===== config.mk =====
export PLATFORM = sky130hd
export DESIGN_NAME = lsi_int_select
export DESIGN_NICKNAME = d
export VERILOG_FILES = /design/src/lsi_pkg.sv /design/src/lsi_out_of_range_filter_filter.sv /design/src/lsi_int_select.sv
export SDC_FILE = /design/constraint.sdc
export NUM_CORES = 1
export LEC_CHECK = 0
export BUFFER_PORTS_ARGS = -buffer_cell sky130_fd_sc_hd__clkbuf_2
export CORE_AREA = 2 2 101 103
export DETAILED_ROUTE_END_ITERATION = 8
export DIE_AREA = 0 0 103 105
export PLACE_DENSITY = 0.69
export REMOVE_ABC_BUFFERS = 1
export SYNTH_ARGS = -nofsm -noshare
export SYNTH_HDL_FRONTEND = slang
export SYNTH_SLANG_ARGS = --single-unit

===== constraint.sdc =====
create_clock -name core_clk -period 4.7 [get_ports core_clk]
set_clock_uncertainty 0.05 [all_clocks]
set_input_delay 0.47 -clock core_clk [delete_from_list [all_inputs] [get_ports core_clk]]
set_output_delay 0.47 -clock core_clk [all_outputs]
set_load 0.01 [all_outputs]

===== src/lsi_pkg.sv =====
// lsi_pkg: shared constants for the light sensor interrupt select block.
// assumes a 125 MHz core clock and byte-wide register access from the serial slave.
package lsi_pkg;
    // register offsets as seen by the serial bus slave, plus the source reset value and the read-zero value
    localparam logic [7:0] LSI_SRC_ADDR = 8'h03;
    localparam logic [7:0] LSI_ID_ADDR = 8'h04;
    localparam logic [7:0] LSI_SRC_RESET = 8'h00;
    localparam logic [7:0] LSI_READ_ZERO = 8'h00;
    // channel select codes
    localparam logic [1:0] LSI_SRC_GREEN = 2'h0;
    localparam logic [1:0] LSI_SRC_RED = 2'h1;
    localparam logic [1:0] LSI_SRC_BLUE = 2'h2;
    localparam logic [1:0] LSI_SRC_CLEAR = 2'h3;
    // out-of-range filter codes
    localparam logic [2:0] LSI_FLT_EVERY = 3'h0;
    localparam logic [2:0] LSI_FLT_SINGLE = 3'h1;
    localparam logic [2:0] LSI_FLT_TENTH = 3'h2;
    localparam logic [2:0] LSI_FLT_ONE_SEC = 3'h3;
    // filter durations in ms, converted to core clock cycles
    localparam int LSI_CLK_KHZ = 125000;
    localparam int LSI_TENTH_MS = 100;
    localparam int LSI_ONE_SEC_MS = 1000;
    localparam int LSI_TENTH_CYC = LSI_TENTH_MS * LSI_CLK_KHZ;
    localparam int LSI_ONE_SEC_CYC = LSI_ONE_SEC_MS * LSI_CLK_KHZ;
    localparam int LSI_CNT_W = 27;
    localparam int LSI_RESULT_W = 16;
    // identification fields, values arbitrary
    localparam logic [3:0] LSI_PART_CODE = 4'hA;
    localparam logic [3:0] LSI_SILICON_REVISION = 4'h5;
    // filter streak state, gray along wait -> run
    typedef enum logic [1:0] {
        LSI_ST_WAIT = 2'b00,
        LSI_ST_RUN = 2'b01
    } lsi_state_e;
endpackage


===== src/lsi_out_of_range_filter_filter.sv =====
// lsi_out_of_range_filter_filter: qualifies out-of-range results into interrupt events.
// assumes sample_valid is a one-cycle pulse per converter cycle on core_clk.
`timescale 1ns/1ps
module lsi_out_of_range_filter_filter import lsi_pkg::*; #(
    parameter int TENTH_CYCLES = LSI_TENTH_CYC,
    parameter int ONE_SEC_CYCLES = LSI_ONE_SEC_CYC
) (
    // clock and reset
    input wire logic core_clk,
    input wire logic resetn,
    // qualified sample
    input wire logic sample_valid,
    input wire logic out_of_range,
    input wire logic [2:0] out_of_range_filter,
    // event out
    output logic irq_event
);
    lsi_state_e state; // streak tracking
    lsi_state_e next_state;
    logic [LSI_CNT_W-1:0] cnt; // cycles since streak start or last event
    logic [LSI_CNT_W-1:0] next_cnt;
    logic next_irq;
    logic [LSI_CNT_W-1:0] limit; // last count before a timed event

    // timed codes pick their window, others need none
    always_comb begin
        limit = '0;
        if (out_of_range_filter == LSI_FLT_TENTH) begin
            limit = LSI_CNT_W'(TENTH_CYCLES - 1);
        end else if (out_of_range_filter == LSI_FLT_ONE_SEC) begin
            limit = LSI_CNT_W'(ONE_SEC_CYCLES - 1);
        end
    end

    // next state of the streak counter and event
    always_comb begin
        next_state = state;
        next_cnt = cnt;
        next_irq = 1'b0;
        // saturate so a very long streak never wraps
        if (state == LSI_ST_RUN && cnt != '1) begin
            next_cnt = cnt + 1'b1;
        end
        if (sample_valid) begin
            case (out_of_range_filter)
                LSI_FLT_EVERY: begin
                    next_irq = 1'b1; // every converter cycle
                    next_state = LSI_ST_WAIT;
                    next_cnt = '0;
                end
                LSI_FLT_TENTH, LSI_FLT_ONE_SEC: begin
                    if (!out_of_range) begin
                        next_state = LSI_ST_WAIT; // back in window restarts
                        next_cnt = '0;
                    end else if (state == LSI_ST_WAIT) begin
                        next_state = LSI_ST_RUN; // streak begins
                        next_cnt = '0;
                    end else if (cnt >= limit) begin
                        next_irq = 1'b1; // window elapsed
                        next_cnt = '0; // rate-limit: next event needs a full window
                    end
                end
                default: begin
                    // undefined codes act as single, the least surprising choice
                    next_irq = out_of_range;
                    next_state = LSI_ST_WAIT;
                    next_cnt = '0;
                end
            endcase
        end
    end

    // register the filter state
    always_ff @(posedge core_clk) begin
        if (!resetn) begin
            state <= LSI_ST_WAIT;
            cnt <= '0;
            irq_event <= 1'b0;
        end else begin
            state <= next_state;
            cnt <= next_cnt;
            irq_event <= next_irq;
        end
    end
endmodule


===== src/lsi_int_select.sv =====
// lsi_int_select: channel select, identification and interrupt qualification.
// assumes register accesses arrive from the serial slave on core_clk and converter
// results arrive on core_clk with a one-cycle result_valid pulse.
//
// Notes on behaviour
// - filter code sets event rate per mode
// - exactly one channel feeds the comparison
// - source field selects green, red, blue, clear
// - identification register ignores writes, never changes
// - identification holds part code and revision
// - out of range: at/below low, above high
// - filter sits ahead of interrupt assertion
`timescale 1ns/1ps
module lsi_int_select import lsi_pkg::*; #(
    parameter int TENTH_CYCLES = LSI_TENTH_CYC,
    parameter int ONE_SEC_CYCLES = LSI_ONE_SEC_CYC
) (
    // clock and reset
    input wire logic core_clk,
    input wire logic resetn,
    // register access from the serial slave
    input wire logic [7:0] reg_addr,
    input wire logic reg_wr,
    input wire logic reg_rd,
    input wire logic [7:0] reg_wdata,
    output logic [7:0] reg_rdata,
    // converter results
    input wire logic result_valid,
    input wire logic [LSI_RESULT_W-1:0] green_result,
    input wire logic [LSI_RESULT_W-1:0] red_result,
    input wire logic [LSI_RESULT_W-1:0] blue_result,
    input wire logic [LSI_RESULT_W-1:0] clear_result,
    // thresholds and filter setting from neighbouring registers
    input wire logic [LSI_RESULT_W-1:0] low_threshold,
    input wire logic [LSI_RESULT_W-1:0] high_threshold,
    input wire logic [2:0] out_of_range_filter,
    // qualified event
    output logic int_event
);
    logic [1:0] src_sel; // source field, reserved bits not stored
    logic [1:0] next_src_sel;
    logic [7:0] next_rdata;
    logic [LSI_RESULT_W-1:0] sel_result; // compared channel
    logic out_of_range;

    // one channel only; a 2-bit code cannot name two at once
    function automatic logic [LSI_RESULT_W-1:0] pick_channel(input logic [1:0] code,
            input logic [LSI_RESULT_W-1:0] g, input logic [LSI_RESULT_W-1:0] r,
            input logic [LSI_RESULT_W-1:0] b, input logic [LSI_RESULT_W-1:0] c);
        case (code)
            LSI_SRC_GREEN: pick_channel = g;
            LSI_SRC_RED: pick_channel = r;
            LSI_SRC_BLUE: pick_channel = b;
            default: pick_channel = c;
        endcase
    endfunction

    // read data per offset; unmapped reads zero
    function automatic logic [7:0] read_value(input logic [7:0] addr, input logic [1:0] src);
        case (addr)
            LSI_SRC_ADDR: read_value = {6'h00, src};
            LSI_ID_ADDR: read_value = {LSI_PART_CODE, LSI_SILICON_REVISION};
            default: read_value = LSI_READ_ZERO;
        endcase
    endfunction

    // register next values
    always_comb begin
        next_src_sel = src_sel;
        next_rdata = reg_rdata;
        // reserved upper bits are dropped, relying on the host writing zeros
        if (reg_wr && reg_addr == LSI_SRC_ADDR) begin
            next_src_sel = reg_wdata[1:0];
        end
        // writes to the identification offset fall through: nothing stored
        if (reg_rd) begin
            next_rdata = read_value(reg_addr, src_sel);
        end
    end

    // register state
    always_ff @(posedge core_clk) begin
        if (!resetn) begin
            src_sel <= LSI_SRC_RESET[1:0];
            reg_rdata <= LSI_READ_ZERO;
        end else begin
            src_sel <= next_src_sel;
            reg_rdata <= next_rdata;
        end
    end

    // comparison on the selected channel; thresholds assumed set for it
    always_comb begin
        sel_result = pick_channel(src_sel, green_result, red_result, blue_result, clear_result);
        out_of_range = (sel_result <= low_threshold) || (sel_result > high_threshold);
    end

    // persistence filter ahead of the interrupt
    lsi_out_of_range_filter_filter #(
        .TENTH_CYCLES(TENTH_CYCLES),
        .ONE_SEC_CYCLES(ONE_SEC_CYCLES)
    ) u_filter (
        .core_clk(core_clk),
        .resetn(resetn),
        .sample_valid(result_valid),
        .out_of_range(out_of_range),
        .out_of_range_filter(out_of_range_filter),
        .irq_event(int_event)
    );
endmodule


==> summary.txt <==
Setup path
  • RR Startpoint: src_sel[1]
  • Worst path top cell family by delay: compound AO/OA/AOI/OAI gates
  • Worst R2R Setup Slack: 960 ps
  • Worst r2r path cells: 9
  • Slowest CP cell: dfxtp_1
  • Worst Setup Start Kind: flip-flop
  • Buf/Inv on CP: 0
  • CP required: 4800 ps
  • FF-to-FF End: u_filter.cnt[2]
  • Crit Path Max Fanout: 27
  • Setup crit end kind: flip-flop
  • Crit path kind: flip-flop to flip-flop
  • Critical-path cell list: mux4_2, ha_1, a21o_1, a221o_1, a221oi_1, or2_2, o311ai_1, a21oi_4, nor3_1
  • Crit path arrival time: approximately 3800 ps
  • Crit-path max cell delay: about 830 ps

Power and ir drop
  • Sw Ratio: between 20% and 30%
  • Comb pwr share: 23.6%
  • Maximum VDD drop: 0.0852 mV
  • Sw power: 183 uW
  • Pint: 492 uW
  • Tot Pwr: between 600 and 700 uW
  • Flop pwr share: 43.2%
  • Pwr Density: between 150 and 200 nW/um^2
  • Clock Power Share: 33.2%
  • Pleak: 0.00193 uW

Place
  • GP Congestion: about 0.91
  • Post-DP Area: approximately 4000 sq um
  • DP HPWL: about 7000 microns
  • Buffers on Ports: ~120

Synthesis
  • Yosys warns: 0
  • Post-synth EDFFs: 0
  • Sequential share of the synthesized area: 20.6%
  • Mapped Cells: 374
  • Synth area leaders: ha_1, dfxtp_1, mux4_2
  • Yosys reg bits: 34
  • Syn avg cell area: slightly below 9 sq um
  • Mapped Area: roughly 3300 sq um
  • Number of library cell types mapped by synthesis: 45
  • Area leader, netlist: ha_1
  • Most instantiated cells after synthesis: ha_1, nor2_1, dfxtp_1
  • FFs w/ async S/R, synth: 0%
  • Top-count cell post-synth: ha_1
  • Prevailing post-synth register cell: dfxtp_1
  • Post-synth top area share: 21.6%

Worst hold path
  • Tightest Hold Check Type: input port to flip-flop
  • Sink of the worst hold path: src_sel[1]
  • Hold path depth: 3
  • Hold_sp: reg_wdata[1]

Timing
  • Max Clock Freq: 0.267 GHz
  • Setup violations, final: 0
  • Part of the cycle the worst path needs: about four fifths
  • Final slew viol count: 0
  • Least-Margin Pin Slew: slightly below 800 ps
  • Setup_tns: 0 ps
  • Hold WS: 391 ps
  • Final-report hold violation count: 0
  • Final min period: about 3700 ps
  • Rel. slew slack: 46.9%
  • RSZ-0062 raised after global routing: no

Status
  • Outcome: complete, no violations

Layout
  • Final instance area: ~4000 sq um
  • Synth-to-layout area growth: 24.1%
  • # nets final: between 600 and 700
  • Diode count: 0
  • Number of fillers in the final layout: 960
  • Layout cells sized above 1: 30.5%

Clock network
  • Setup bufs post-CTS: 0
  • Clk Latency, worst-skew pair: 290 ps
  • CTS Root Cell: clkbuf_8
  • Post_cts resized: 0
  • Num CTS Buffers: 5
  • Reg clk slew, reported paths: 60 ps
  • Sink Count: 34
  • H-tree level count: 2
  • CTS Buffer Depth: 2
  • CTS tree: done
  • Hold buffers post-CTS: 0

Job
  • Max-cap viol count: 0

Global routing
  • First-pass GRT wire length: about 13000 microns
  • Largest net degree at the start of global routing: 28
  • Congestion Overflow GR: 0
  • Vias in the first global route: 3082
  • Gr usage total: 14.7%
  • Initial antenna violation count: 0

Detailed routing
  • DR vias: between 3000 and 4000
  • Routed wire length: 8190 microns
  • Antenna violation net count after detailed routing: 0
  • # DRC: 0
  • First drt pass iteration count: 4
  • Drt initial violations: 116
  • Number of vias per cell: 5.05
  • Routed len/inst: 13.1 microns

Floorplanning
  • # IOs: 129
  • Die W: 103 microns
  • Floorplan core area: ~9600 sq um
  • Die Area: 10800 sq um
  • Cell Rows: 36
  • Starting density of the core: 34.2%
  • Chip Height: 105 microns
worst max path at each step:
stage                     depth (start not counted)  slack, ps       start                to
final                                             9        960  src_sel[1]   u_filter.cnt[2]
after global routing                              9        680  src_sel[1]  u_filter.cnt[17]
after CTS                                         9        880  src_sel[1]   u_filter.cnt[2]
after detailed placement                          9        900  src_sel[1]   u_filter.cnt[2]
after global placement                            9        980  src_sel[1]   u_filter.cnt[2]
after floorplan                                   9       1120  src_sel[0]   u_filter.cnt[2]
layout make-up:
cell class              instances  area (sq um)  share of cell area [%]
flip-flops and latches         34           681                    16.6
inverters                      33           124                    3.02
multi-input cells             296          2430                    59.3
clock inverters                 1          5.00                   0.122
repair buffers                120           603                    14.7
clock buffers                   7          86.3                    2.11
well taps                     133           166                    4.06
worst min-delay path, delay by kind of cell:
family,cells,cell delay (ps)
buffers and inverters,1,80
and+or+nand+nor,1,90
muxes,1,50
sequential cells by signal, summed over array words and instances (netlist names):
register	count
u_filter.irq_event	1
reg_rdata	3
u_filter.state	1
u_filter.cnt	27
src_sel	2
through the flow:
step	instances	util, %	setup slack (ps)
6_report	624	42.5	961
2_1_floorplan	363	-	1120
5_1_grt	624	42.5	682
4_1_cts	624	42.5	877
3_3_place_gp	616	41.5	982
3_5_place_dp	616	41.5	895
power groups by stage:
stage | registers (uW) | clock network, uW | logic (uW)
final | 292 | 224 | 160
after global routing | 292 | 244 | 182
after CTS | 292 | 232 | 161
after detailed placement | 298 | 0 | 160
after global placement | 298 | 0 | 154
after floorplan | 299 | 0 | 86.4
per-layer routing:
metal / GRT usage [%] / up-vias / part of all wire, %
li1: - / 1592 / -
met1: 15.7 / 1448 / 41
met2: 27.9 / 99 / 50
met3: 2.54 / 14 / 6.8
met4: 5.08 / 0 / 1.9
met5: 0 / - / 0
placed cells by master, fill, tap and decap left out, types with 3 or more instances in the layout:
cell / n
clkbuf_2: 119
nand3_1: 18
xnor2_1: 12
clkbuf_8: 6
xor2_1: 12
inv_1: 33
nand4_1: 13
nor3_1: 9
and4_1: 9
conb_1: 3
and2_1: 4
mux2i_1: 3
a21o_1: 3
a211oi_1: 3
o211ai_1: 3
a21oi_1: 19
and3_1: 7
mux4_2: 16
nand2b_1: 3
nor2_1: 37
dfxtp_1: 34
nor2b_1: 8
o21ai_0: 9
a21boi_0: 3
nand2_1: 23
ha_1: 57
kinds of logic after synthesis:
group                      after synthesis  share of synthesized area (%)
and+or+nand+nor                        138                           21.8
adders and majority gates               57                           21.6
AOI/OAI and AO/OA                       55                           11.7
buffers and inverters                   46                           5.95
DFF                                     34                           20.6
xor gates and xnor gates                24                           6.37
muxes                                   19                           11.8
other                                    1                          0.114
Power figures use the tool's default switching activity.
